[config.mk]
export PLATFORM = sky130hd
export DESIGN_NAME = scs_top
export DESIGN_NICKNAME = d
export VERILOG_FILES = /design/src/scs_presc.v /design/src/scs_top.v
export VERILOG_INCLUDE_DIRS = /design/src /design/src/src
export SDC_FILE = /design/constraint.sdc
export NUM_CORES = 1
export LEC_CHECK = 0
export ABC_AREA = 1
export BUFFER_PORTS_ARGS = -buffer_cell sky130_fd_sc_hd__buf_2
export CAP_MARGIN = 20
export CORE_MARGIN = 2
export CORE_UTILIZATION = 49
export CTS_CLUSTER_DIAMETER = 200
export DETAILED_ROUTE_END_ITERATION = 12
export PLACE_DENSITY_LB_ADDON = 0.3
export SLEW_MARGIN = 40
export SYNTH_ARGS = -nofsm -noshare
export SYNTH_HDL_FRONTEND = slang
export SYNTH_SLANG_ARGS = --single-unit
[constraint.sdc]
create_clock -name sys_clk -period 1.4 [get_ports sys_clk]
set_input_delay 0.07 -clock sys_clk [delete_from_list [all_inputs] [get_ports sys_clk]]
set_output_delay 0.07 -clock sys_clk [all_outputs]
set_load 0.05 [all_outputs]
[src/scs_defines.vh]
// constants for the system clock select and monitor block
`ifndef SCS_DEFINES_VH
`define SCS_DEFINES_VH

`define SCS_AW 8
`define SCS_DW 32

`define SCS_OFF_CTRL 8'h00
`define SCS_OFF_DIV 8'h04
`define SCS_OFF_STAT 8'h08

`define SCS_SRC_RC 2'h0
`define SCS_SRC_EXT 2'h1
`define SCS_SRC_PLL 2'h2

`define SCS_CTRL_SRC_LO 0
`define SCS_CTRL_SRC_HI 1
`define SCS_CTRL_EXT_EN 2
`define SCS_CTRL_PLL_EN 3
`define SCS_CTRL_FAIL_IE 4
`define SCS_CTRL_PLL_IE 5
`define SCS_CTRL_W 6
`define SCS_CTRL_RST 6'h00

`define SCS_DIV_AHB_LO 0
`define SCS_DIV_APB1_LO 3
`define SCS_DIV_APB2_LO 6
`define SCS_DIV_FW 3
`define SCS_DIV_W 9
`define SCS_DIV_RST 9'h000

`define SCS_STAT_SRC_LO 0
`define SCS_STAT_SRC_HI 1
`define SCS_STAT_EXT_FAIL 2
`define SCS_STAT_PLL_FAIL 3
`define SCS_STAT_EXT_RDY 4
`define SCS_STAT_PLL_LOCK 5
`define SCS_STAT_BUSY 6
`define SCS_STAT_W 7

`define SCS_PRESC_W 7

`define SCS_CLK_MHZ 50
`define SCS_MON_TIMEOUT_NS 1000
`define SCS_MON_CYC ((`SCS_MON_TIMEOUT_NS * `SCS_CLK_MHZ) / 1000)
`define SCS_GAP_NS 40
`define SCS_GAP_CYC (((`SCS_GAP_NS * `SCS_CLK_MHZ) + 999) / 1000)
`define SCS_CNT_W 8

`endif

[src/scs_presc.v]
// power-of-two prescaler producing a one-cycle domain tick
`timescale 1ns/1ps
`include "scs_defines.vh"

module scs_presc
(
	input wire sys_clk,
	input wire nrst,
	input wire [`SCS_DIV_FW-1:0] div_code,
	input wire run,
	output reg tick
);
	reg [`SCS_PRESC_W-1:0] cnt;
	wire [`SCS_PRESC_W-1:0] mask;

	assign mask = ~({`SCS_PRESC_W{1'b1}} << div_code);

	always @(posedge sys_clk or negedge nrst)
	begin
		if (!nrst)
		begin
			cnt <= {`SCS_PRESC_W{1'b0}};
			tick <= 1'b0;
		end
		else if (!run)
		begin
			cnt <= {`SCS_PRESC_W{1'b0}};
			tick <= 1'b0;
		end
		else
		begin
			tick <= ((cnt & mask) == mask);
			cnt <= cnt + {{(`SCS_PRESC_W-1){1'b0}}, 1'b1};
		end
	end
endmodule

[src/scs_top.v]
// system clock select, external clock monitor and bus prescalers
//
// Summary of operation
// - after reset the internal fast rc drives the system clock until software changes it.
// - software may select the external oscillator; while used it is watched for failure.
// - on external failure hardware falls back to the internal fast rc by itself.
// - an external failure raises an interrupt only when its enable is set.
// - loss of pll lock while enabled is flagged and may raise its own interrupt.
// - ahb, apb1 and apb2 ticks come from separate programmable prescalers.
// - stop entry disables the pll, internal fast rc and external oscillator.
//
// The implementer's own choices: the register addresses and the strobed register port.
`timescale 1ns/1ps
`include "scs_defines.vh"

module scs_top
(
	input wire sys_clk,
	input wire nrst,
	input wire [`SCS_AW-1:0] addr,
	input wire [`SCS_DW-1:0] wdata,
	input wire wr,
	input wire rd,
	output reg [`SCS_DW-1:0] rdata,
	input wire ext_clk_tick,
	input wire pll_lock,
	input wire stop_req,
	output reg internal_fast_rc_en,
	output reg external_fast_oscillator_en,
	output reg pll_en,
	output reg gate_rc,
	output reg gate_ext,
	output reg gate_pll,
	output reg ahb_tick,
	output reg apb1_tick,
	output reg apb2_tick,
	output reg clk_fail_irq,
	output reg pll_fail_irq
);
	localparam ST_RUN = 1'b0;
	localparam ST_GAP = 1'b1;

	reg [`SCS_CTRL_W-1:0] ctrl;
	reg [`SCS_DIV_W-1:0] div;
	reg ext_fail;
	reg pll_fail;
	reg state;
	reg [1:0] cur_src;
	reg [1:0] pend_src;
	reg [`SCS_CNT_W-1:0] gap_cnt;
	reg [`SCS_CNT_W-1:0] mon_cnt;
	reg ext_seen;
	reg pll_run;
	reg [`SCS_STAT_W-1:0] stat;

	wire ext_on;
	wire pll_on;
	wire ext_ready;
	wire pll_ready;
	wire ext_dead;
	wire pll_lost;
	wire wr_ctrl;
	wire wr_stat;
	wire [1:0] req_src;
	wire req_ok;
	wire busy;
	wire [2:0] presc_tick;
	wire fall_rc;

	assign wr_ctrl = wr && (addr == `SCS_OFF_CTRL);
	assign wr_stat = wr && (addr == `SCS_OFF_STAT);
	// stop entry
	// oscillators off
	assign ext_on = ctrl[`SCS_CTRL_EXT_EN] && !stop_req;
	assign pll_on = ctrl[`SCS_CTRL_PLL_EN] && !stop_req;
	assign ext_ready = ext_on && ext_seen && (mon_cnt < `SCS_MON_CYC);
	assign pll_ready = pll_on && pll_lock;
	assign ext_dead = ext_on && ext_seen && (mon_cnt >= `SCS_MON_CYC)
		&& (cur_src != `SCS_SRC_RC || pend_src != `SCS_SRC_RC);
	assign pll_lost = pll_run && pll_on && !pll_lock;
	assign req_src = ctrl[`SCS_CTRL_SRC_HI:`SCS_CTRL_SRC_LO];
	assign req_ok = (req_src == `SCS_SRC_RC)
		|| (req_src == `SCS_SRC_EXT && ext_ready && !ext_fail)
		|| (req_src == `SCS_SRC_PLL && pll_ready && !pll_fail);
	assign busy = (state == ST_GAP);
	// close a gate on the same edge that its source is switched off, or once it is lost
	assign fall_rc = ext_dead || (pll_lost && (cur_src == `SCS_SRC_PLL || pend_src == `SCS_SRC_PLL))
		|| ((cur_src == `SCS_SRC_EXT || pend_src == `SCS_SRC_EXT) && !ext_on)
		|| ((cur_src == `SCS_SRC_PLL || pend_src == `SCS_SRC_PLL) && !pll_on);

	// external oscillator activity watchdog
	always @(posedge sys_clk or negedge nrst)
	begin
		if (!nrst)
		begin
			mon_cnt <= {`SCS_CNT_W{1'b0}};
			ext_seen <= 1'b0;
			pll_run <= 1'b0;
		end
		else
		begin
			pll_run <= pll_on && (pll_run || pll_lock);
			if (!ext_on)
			begin
				mon_cnt <= {`SCS_CNT_W{1'b0}};
				ext_seen <= 1'b0;
			end
			else if (ext_clk_tick)
			begin
				mon_cnt <= {`SCS_CNT_W{1'b0}};
				ext_seen <= 1'b1;
			end
			else if (mon_cnt < `SCS_MON_CYC)
				mon_cnt <= mon_cnt + {{(`SCS_CNT_W-1){1'b0}}, 1'b1};
		end
	end

	// registers and sticky flags
	always @(posedge sys_clk or negedge nrst)
	begin
		if (!nrst)
		begin
			ctrl <= `SCS_CTRL_RST;
			div <= `SCS_DIV_RST;
			ext_fail <= 1'b0;
			pll_fail <= 1'b0;
		end
		else
		begin
			if (wr_ctrl)
				ctrl <= wdata[`SCS_CTRL_W-1:0];
			if (wr && addr == `SCS_OFF_DIV)
				div <= wdata[`SCS_DIV_W-1:0];
			if (ext_dead || (pll_lost && cur_src == `SCS_SRC_PLL) || stop_req)
				ctrl[`SCS_CTRL_SRC_HI:`SCS_CTRL_SRC_LO] <= `SCS_SRC_RC;
			if (ext_dead)
				ext_fail <= 1'b1;
			else if (wr_stat && wdata[`SCS_STAT_EXT_FAIL])
				ext_fail <= 1'b0;
			if (pll_lost)
				pll_fail <= 1'b1;
			else if (wr_stat && wdata[`SCS_STAT_PLL_FAIL])
				pll_fail <= 1'b0;
		end
	end

	// source switch sequencer
	always @(posedge sys_clk or negedge nrst)
	begin
		if (!nrst)
		begin
			state <= ST_RUN;
			cur_src <= `SCS_SRC_RC;
			pend_src <= `SCS_SRC_RC;
			gap_cnt <= {`SCS_CNT_W{1'b0}};
			gate_rc <= 1'b1;
			gate_ext <= 1'b0;
			gate_pll <= 1'b0;
		end
		else
		begin
			case (state)
				ST_RUN:
				begin
					gap_cnt <= {`SCS_CNT_W{1'b0}};
					if (fall_rc && cur_src != `SCS_SRC_RC)
					begin
						pend_src <= `SCS_SRC_RC;
						state <= ST_GAP;
						gate_rc <= 1'b0;
						gate_ext <= 1'b0;
						gate_pll <= 1'b0;
					end
					else if (req_src != cur_src && req_ok)
					begin
						pend_src <= req_src;
						state <= ST_GAP;
						gate_rc <= 1'b0;
						gate_ext <= 1'b0;
						gate_pll <= 1'b0;
					end
				end
				ST_GAP:
				begin
					if (fall_rc)
						pend_src <= `SCS_SRC_RC;
					if (gap_cnt >= `SCS_GAP_CYC)
					begin
						cur_src <= fall_rc ? `SCS_SRC_RC : pend_src;
						gate_rc <= (fall_rc || pend_src == `SCS_SRC_RC);
						gate_ext <= !fall_rc && pend_src == `SCS_SRC_EXT;
						gate_pll <= !fall_rc && pend_src == `SCS_SRC_PLL;
						state <= ST_RUN;
					end
					else
						gap_cnt <= gap_cnt + {{(`SCS_CNT_W-1){1'b0}}, 1'b1};
				end
				default:
				begin
					state <= ST_RUN;
					cur_src <= `SCS_SRC_RC;
					gate_rc <= 1'b1;
					gate_ext <= 1'b0;
					gate_pll <= 1'b0;
				end
			endcase
		end
	end

	genvar gi;
	generate
		for (gi = 0; gi < 3; gi = gi + 1)
		begin : g_presc
			scs_presc u_presc
			(
				.sys_clk(sys_clk),
				.nrst(nrst),
				.div_code(div[gi*`SCS_DIV_FW +: `SCS_DIV_FW]),
				.run(!busy),
				.tick(presc_tick[gi])
			);
		end
	endgenerate

	always @*
	begin
		stat = {`SCS_STAT_W{1'b0}};
		stat[`SCS_STAT_SRC_HI:`SCS_STAT_SRC_LO] = cur_src;
		stat[`SCS_STAT_EXT_FAIL] = ext_fail;
		stat[`SCS_STAT_PLL_FAIL] = pll_fail;
		stat[`SCS_STAT_EXT_RDY] = ext_ready;
		stat[`SCS_STAT_PLL_LOCK] = pll_ready;
		stat[`SCS_STAT_BUSY] = busy;
	end

	// outputs, read port
	always @(posedge sys_clk or negedge nrst)
	begin
		if (!nrst)
		begin
			rdata <= {`SCS_DW{1'b0}};
			internal_fast_rc_en <= 1'b1;
			external_fast_oscillator_en <= 1'b0;
			pll_en <= 1'b0;
			ahb_tick <= 1'b0;
			apb1_tick <= 1'b0;
			apb2_tick <= 1'b0;
			clk_fail_irq <= 1'b0;
			pll_fail_irq <= 1'b0;
		end
		else
		begin
			internal_fast_rc_en <= !stop_req;
			external_fast_oscillator_en <= ext_on;
			pll_en <= pll_on;
			ahb_tick <= presc_tick[0];
			apb1_tick <= presc_tick[1];
			apb2_tick <= presc_tick[2];
			clk_fail_irq <= ext_fail && ctrl[`SCS_CTRL_FAIL_IE];
			pll_fail_irq <= pll_fail && ctrl[`SCS_CTRL_PLL_IE];
			if (!rd)
				rdata <= {`SCS_DW{1'b0}};
			else if (addr == `SCS_OFF_CTRL)
				rdata <= {{(`SCS_DW-`SCS_CTRL_W){1'b0}}, ctrl};
			else if (addr == `SCS_OFF_DIV)
				rdata <= {{(`SCS_DW-`SCS_DIV_W){1'b0}}, div};
			else if (addr == `SCS_OFF_STAT)
				rdata <= {{(`SCS_DW-`SCS_STAT_W){1'b0}}, stat};
			else
				rdata <= {`SCS_DW{1'b0}};
		end
	end
endmodule
# --- Yosys cells after proc, flatten, opt, wreduce, memory -nomap -nowiden ---
# Cells that the tools add are included.
classes:
  order_cmp: 3
  multipliers: 0
  shift: 3
  add_sub_neg: 5
  n_mux: 39
  n_bitwise: 7
  div: 0
  reduce_logical: 58
  n_eq_ne: 17
op_table:
  columns: ["op", "count"]
  rows:
  - ["$mux W8", 4]
  - ["$logic_and A1 B1 Y1", 29]
  - ["$mux W7", 4]
  - ["$mux W9", 3]
  - ["$add A7 B1 Y7 const B", 3]
  - ["$and A7 B7 Y7", 3]
  - ["$eq A7 B7 Y1", 3]
  - ["$not A7 Y7", 3]
  - ["$shl A7 B3 Y7 const A", 3]
  - ["$mux W1", 17]
  - ["$add A8 B1 Y8 const B", 2]
  - ["$pmux W8 S2", 1]
  - ["$logic_or A1 B1 Y1", 12]
  - ["$mux W2", 5]
  - ["$reduce_bool A2 Y1", 5]
  - ["$eq A8 B3 Y1 const B", 1]
  - ["$eq A8 B4 Y1 const B", 1]
  - ["$ge A8 B2 Y1 const B", 1]
  - ["$ge A8 B6 Y1 const B", 1]
  - ["$logic_not A8 Y1", 1]
  - ["$lt A8 B6 Y1 const B", 1]
  - ["$pmux W1 S2", 4]
  - ["$logic_not A1 Y1", 7]
  - ["$eq A2 B1 Y1 const B", 3]
  - ["other kinds (10)", 15]
totals:
  input_bits: 47
  mem_bits_rw: 0
  elab_cells: 162
  romBits: 0
  mem_count: 0
  latch_bits: 0
  out_inout_bits: 43
  reg_bits: 107

# --- Logic depth before layout (Yosys ltp) ---
depth:
  ltp_word: 12
  depth_mapped: 13
  depth_no_buf: 13

# --- Hierarchy ---
# Synthesis repeated with hierarchy kept, for this count alone.
hier_totals:
  hier_cells: 481
  area_unflattened_um2: 4075.2
modules_own_cells:
  columns: ["module", "n_inst", "seq_area_each_um2", "area_each_um2", "cells_each"]
  rows:
  - ["scs_top", 1, 1503.9, 2874.0, 331]
  - ["scs_presc", 3, 200.2, 400.4, 50]

# --- Least setup slack after synthesis ---
# No wires, ideal clock.
synth_path:
  kind: "register to register"
  start: "register mon_cnt[0]"
  end: "register gate_ext"
  synth_period_minus_slack_ps: 1414
  arrival_ps: 1295
  setup_time_ps: 119
  n_path_buf: 0
  required_ps: 1281
  stages_incl_launch_ff: 14
  setup_slack_ps: -14
  path_cell_list: "dfrtp_1 -> inv_1 -> ha_1 -> inv_1 -> nor2_1 -> nand2_1 -> nand3_1 -> nand2_2 -> nand2_4 -> nand2_4 -> nand3_4 -> nand2_2 -> nand2_1 -> nand2_1"
synth_between:
  elab_chain_len: 10
  word_cells_on_any_way: 21
  cone_classes: "2 x order compare; 1 x eq/ne; 3 x mux; 15 x reduce/logical"
synth_lines:
  columns: ["element", "line", "source"]
  rows:
  - ["start: declaration", "scs_top.v:51", "reg [`SCS_CNT_W-1:0] mon_cnt;"]
  - ["start signal: assignment", "scs_top.v:96", "mon_cnt <= {`SCS_CNT_W{1'b0}};"]
  - ["start signal: assignment", "scs_top.v:105", "mon_cnt <= {`SCS_CNT_W{1'b0}};"]
  - ["start signal: assignment", "scs_top.v:110", "mon_cnt <= {`SCS_CNT_W{1'b0}};"]
  - ["$ge A8 B6 Y1 (no line)", null, null]
  - ["$logic_and A1 B1 Y1 (2 in series)", "scs_top.v:78", "assign ext_dead = ext_on && ext_seen && (mon_cnt >= `SCS_MON_CYC)"]
  - ["$logic_or A1 B1 Y1 (3 in series)", "scs_top.v:87", "assign fall_rc = ext_dead || (pll_lost && (cur_src == `SCS_SRC_PLL || pend_src == `SCS_SRC_PLL))"]
  - ["$logic_not A1 Y1", "scs_top.v:191", "gate_ext <= !fall_rc && pend_src == `SCS_SRC_EXT;"]
  - ["$logic_and A1 B1 Y1 (no line)", null, null]
  - ["$mux W1", "scs_top.v:187", "if (gap_cnt >= `SCS_GAP_CYC)"]
  - ["$pmux W1 S2", "scs_top.v:162", "case (state)"]
  - ["end signal: assignment", "scs_top.v:191", null]
  - ["end: declaration", "scs_top.v:32", "output reg gate_ext,"]
# Parallel ways exist; a longest one is shown, timed or not. The select of a mux whose other input is x is not followed.
# A chain may end at the register's enable or synchronous reset.

# --- Worst setup path in the final report ---
layout_path:
  start: "register mon_cnt[0]"
  end: "register gate_pll"
layout_between:
  elab_chain_len: 10
  word_cells_on_any_way: 21
  cone_classes: "2 x order compare; 1 x eq/ne; 3 x mux; 15 x reduce/logical"
layout_lines:
  columns: ["element", "line", "source"]
  rows:
  - ["$ge A8 B6 Y1 (no line)", null, null]
  - ["$logic_and A1 B1 Y1 (2 in series)", "scs_top.v:78", null]
  - ["$logic_or A1 B1 Y1 (3 in series)", "scs_top.v:87", null]
  - ["$logic_not A1 Y1", "scs_top.v:192", "gate_pll <= !fall_rc && pend_src == `SCS_SRC_PLL;"]
  - ["$logic_and A1 B1 Y1 (no line)", null, null]
  - ["$mux W1", "scs_top.v:187", null]
  - ["$pmux W1 S2", "scs_top.v:162", null]
  - ["end signal: assignment", "scs_top.v:192", null]
  - ["end: declaration", "scs_top.v:33", "output reg gate_pll,"]
# Parallel ways exist; a longest one is shown, timed or not. The select of a mux whose other input is x is not followed.

==> reports/metrics.yaml <==
status: "complete, but fails checks"
violations: "setup timing"
h-tree-depth: 3
finalCriticalPeriod_ns: 1.463
drc: 0
grt_max_degree: 37
die_w_um: 93.89
crit_arrival_ns: 1.71
wl_mm: 8.363
finalNonFillerCells: 664
via_count: 3261
min_from: "wdata[5]"
tightest_slew_ns: 0.5040
worstRegToRegCells: 13
powerDensity_nw_per_um2: 1085
peakVddDrop_mv: 0.6767
cts_tree: "done"
slowest_stage: "dfrtp_1"
grt-ovfl-total: 0
drv_slew: 0
post_drt_wl_per_cell_um: 12.59
crit_type: "reg -> reg"
multi_input_area_um2: 1570
synthFlopType: "dfrtp_1"
clock_skew_ns: 0.01267
syn_area_per_cell_um2: 8.644
syn_area_um2: 3959
cpPeakStageDelay_ns: 0.40
grt_pass1_vias: 3229
cp_common_cell: "nand2_1"
die_h_um: 93.89
max_cap_violations: 0
dp_slack_ns: -0.05797
ios: 90
final_common_cell: "nand2_1"
required_ns: 1.65
min_to: "div[5]$_DFFE_PN0P_"
cts_buffers: 9
synth_enable_flop_cells: 0
register_area_um2: 2105
rsz0062_at_grt: "yes"
synth_cells: 458
antenna_cells: 0
gp_congestion: 0.8448
startpoint_type: "register"
rows: 32
min_delay_path_depth: 3
dr.first_iter.drc_count: 213
min_period_over_period: 1.045
synth_top_area_frac: 0.5183
fill_cells: 661
most-common-layout-cells: "89 x nand2_1, 82 x dfrtp_1, 52 x inv_1"
drt-pass1-iter-count: 4
antenna_left: 0
root_buffer: "clkbuf_8"
hold_class: "in -> reg"
synth_area_leaders: "dfrtp_1 52%, nand2_1 8.6%, inv_1 5.3%"
synth-seq-area-share: 0.5316
area_growth_syn_to_layout_pct: 22.91
coreArea_um2: 7767
cts_buffer_depth: 2
r2r_start: "mon_cnt[0]$_DFFE_PN0P_"
reg2reg_slack_ns: -0.06
cp_max_fo: 6
placed_cells: 622
hpwl_mm: 5.951
r2r_end: "gate_pll$_DFFE_PN0P_"
grt_usage: 0.2011
path_clk_slew_ns: 0.10
fmax_mhz: 683.3
hold_viol: 0
grt_pass1_wl_mm: 14.05
layout.nets: 611
synth_top_area_cell: "dfrtp_1"
clk_latency_ns: 0.35
grt_antenna_before_repair: 0
fin_ws_ns: -0.06343
setup_viol: 7
critPathCaptureType: "register"
yosysUniqueCellTypes: 36
via_per_inst: 4.911
yosys_warnings: 0
dieArea_um2: 8814
path_cells: "inv_2, ha_1, inv_1, nor2_1, nand2_1, nand3_2, nand2_2, nand2_4, nand2_4, nand3_4, nand2_2, nand2_1, nand2_1"
start_util: 0.5097
final_util: 0.6265
synth_seq_cells: 84
drive_above_1_share: 0.2367
synth-async-reset-ratio: 1.000
slew_headroom: 0.6640
cts.sinks: 84
power.leakage_nw: 2.544
portBuffers: 43
## through the flow
step	hold slack (ns)	instance area [um^2]	power (W)	TNS, ns
floorplan	-0.2256	4041	0.003474	0
global placement	0.06776	4400	0.003637	-0.05156
detailed placement	0.07074	4400	0.003686	-0.2356
CTS	0.005543	4790	0.005318	-0.2114
global route	0.01465	4866	0.005577	-1.375
finish	0.01193	4866	0.005280	-0.3452
## state kept, by name (all words and copies together) (netlist names), 2 cells and up
name,cells
cur_src,2
div,9
ctrl,6
mon_cnt,8
gap_cnt,8
g_presc.u_presc.cnt,21
g_presc.u_presc.tick,3
pend_src,2
rdata,9
## cell type report
class / count / share of cell area
Multi-Input combinational cell: 310 / 0.3227
Clock inverter: 7 / 0.01183
Timing Repair Buffer: 94 / 0.1363
Clock buffer: 9 / 0.02546
Inverter: 58 / 0.04500
Tap cell: 102 / 0.02623
Sequential cell: 84 / 0.4325
## how the worst max path moves through the flow
stage,slack (ns),depth (start not counted),to,from
5_1_grt,-0.19,13,pend_src[1]$_DFFE_PN0P_,mon_cnt[0]$_DFFE_PN0P_
4_1_cts,-0.05,13,gate_ext$_DFFE_PN0P_,mon_cnt[0]$_DFFE_PN0P_
6_report,-0.06,13,gate_pll$_DFFE_PN0P_,mon_cnt[0]$_DFFE_PN0P_
3_5_place_dp,-0.06,13,gate_ext$_DFFE_PN0P_,mon_cnt[0]$_DFFE_PN0P_
3_3_place_gp,-0.03,13,gate_ext$_DFFE_PN0P_,mon_cnt[0]$_DFFE_PN0P_
2_1_floorplan,0.005,13,gate_ext$_DFFE_PN0P_,mon_cnt[0]$_DFFE_PN0P_
## worst max-delay path, delay by kind of cell, from the launching register on
kind / cells / cell delay [ns]
and+or+nand+nor: 10 / 0.72
adders and majority gates: 1 / 0.13
buffers and inverters: 2 / 0.09
DFF: 1 / 0.40
## cells by family (layout without fill, tap and decap cells)
group                    after synthesis  after routing  share of synthesized area
flip-flops                            84             84                     0.5316
XOR/XNOR                               3              3                   0.006638
AND/OR/NAND/NOR                      195            195                     0.2165
adder cells (fa/ha/maj)                7              7                    0.02212
multiplexers                           2              2                   0.007586
other                                  1             23                  0.0009473
buffers and inverters                 86            168                     0.1056
AO/OA/AOI/OAI                         80             80                     0.1090
## synth_stat cells, types with 2 or more instances
cell / instances
a31oi_1: 6
nand2_4: 3
clkbuf_1: 4
nand2_2: 5
buf_4: 23
ha_1: 7
nand4_1: 4
a21oi_1: 29
a211oi_1: 2
dfrtp_1: 82
xor2_1: 3
mux2_4: 2
a221oi_1: 2
dfstp_2: 2
nand3_1: 15
nor3_1: 15
o21ai_1: 5
nand2_1: 91
nor2_1: 53
nor2_2: 3
inv_1: 56
o21ai_0: 32
## timing repair
item | CTS | global route
setup buffers | 7 | 4
hold endpoints to repair | 50 | 0
resized for setup | 3 | 16
endpoints found under the setup margin | 7 | 17
pin swaps | 7 | 4
hold buffers | 15 | 0
## layer usage
metal | share of wire | track usage
met4 | 0.014 | 0.06522
met2 | 0.51 | 0.3571
met5 | 0 | 0
met3 | 0.045 | 0.04013
met1 | 0.43 | 0.2443
## power breakdown
part           switching [W]  internal, W
registers           0.000196      0.00266
clock network       0.000935     0.000669
logic               0.000548     0.000269
total                0.00168      0.00360
Note: power is estimated with default switching activity, not from simulation.
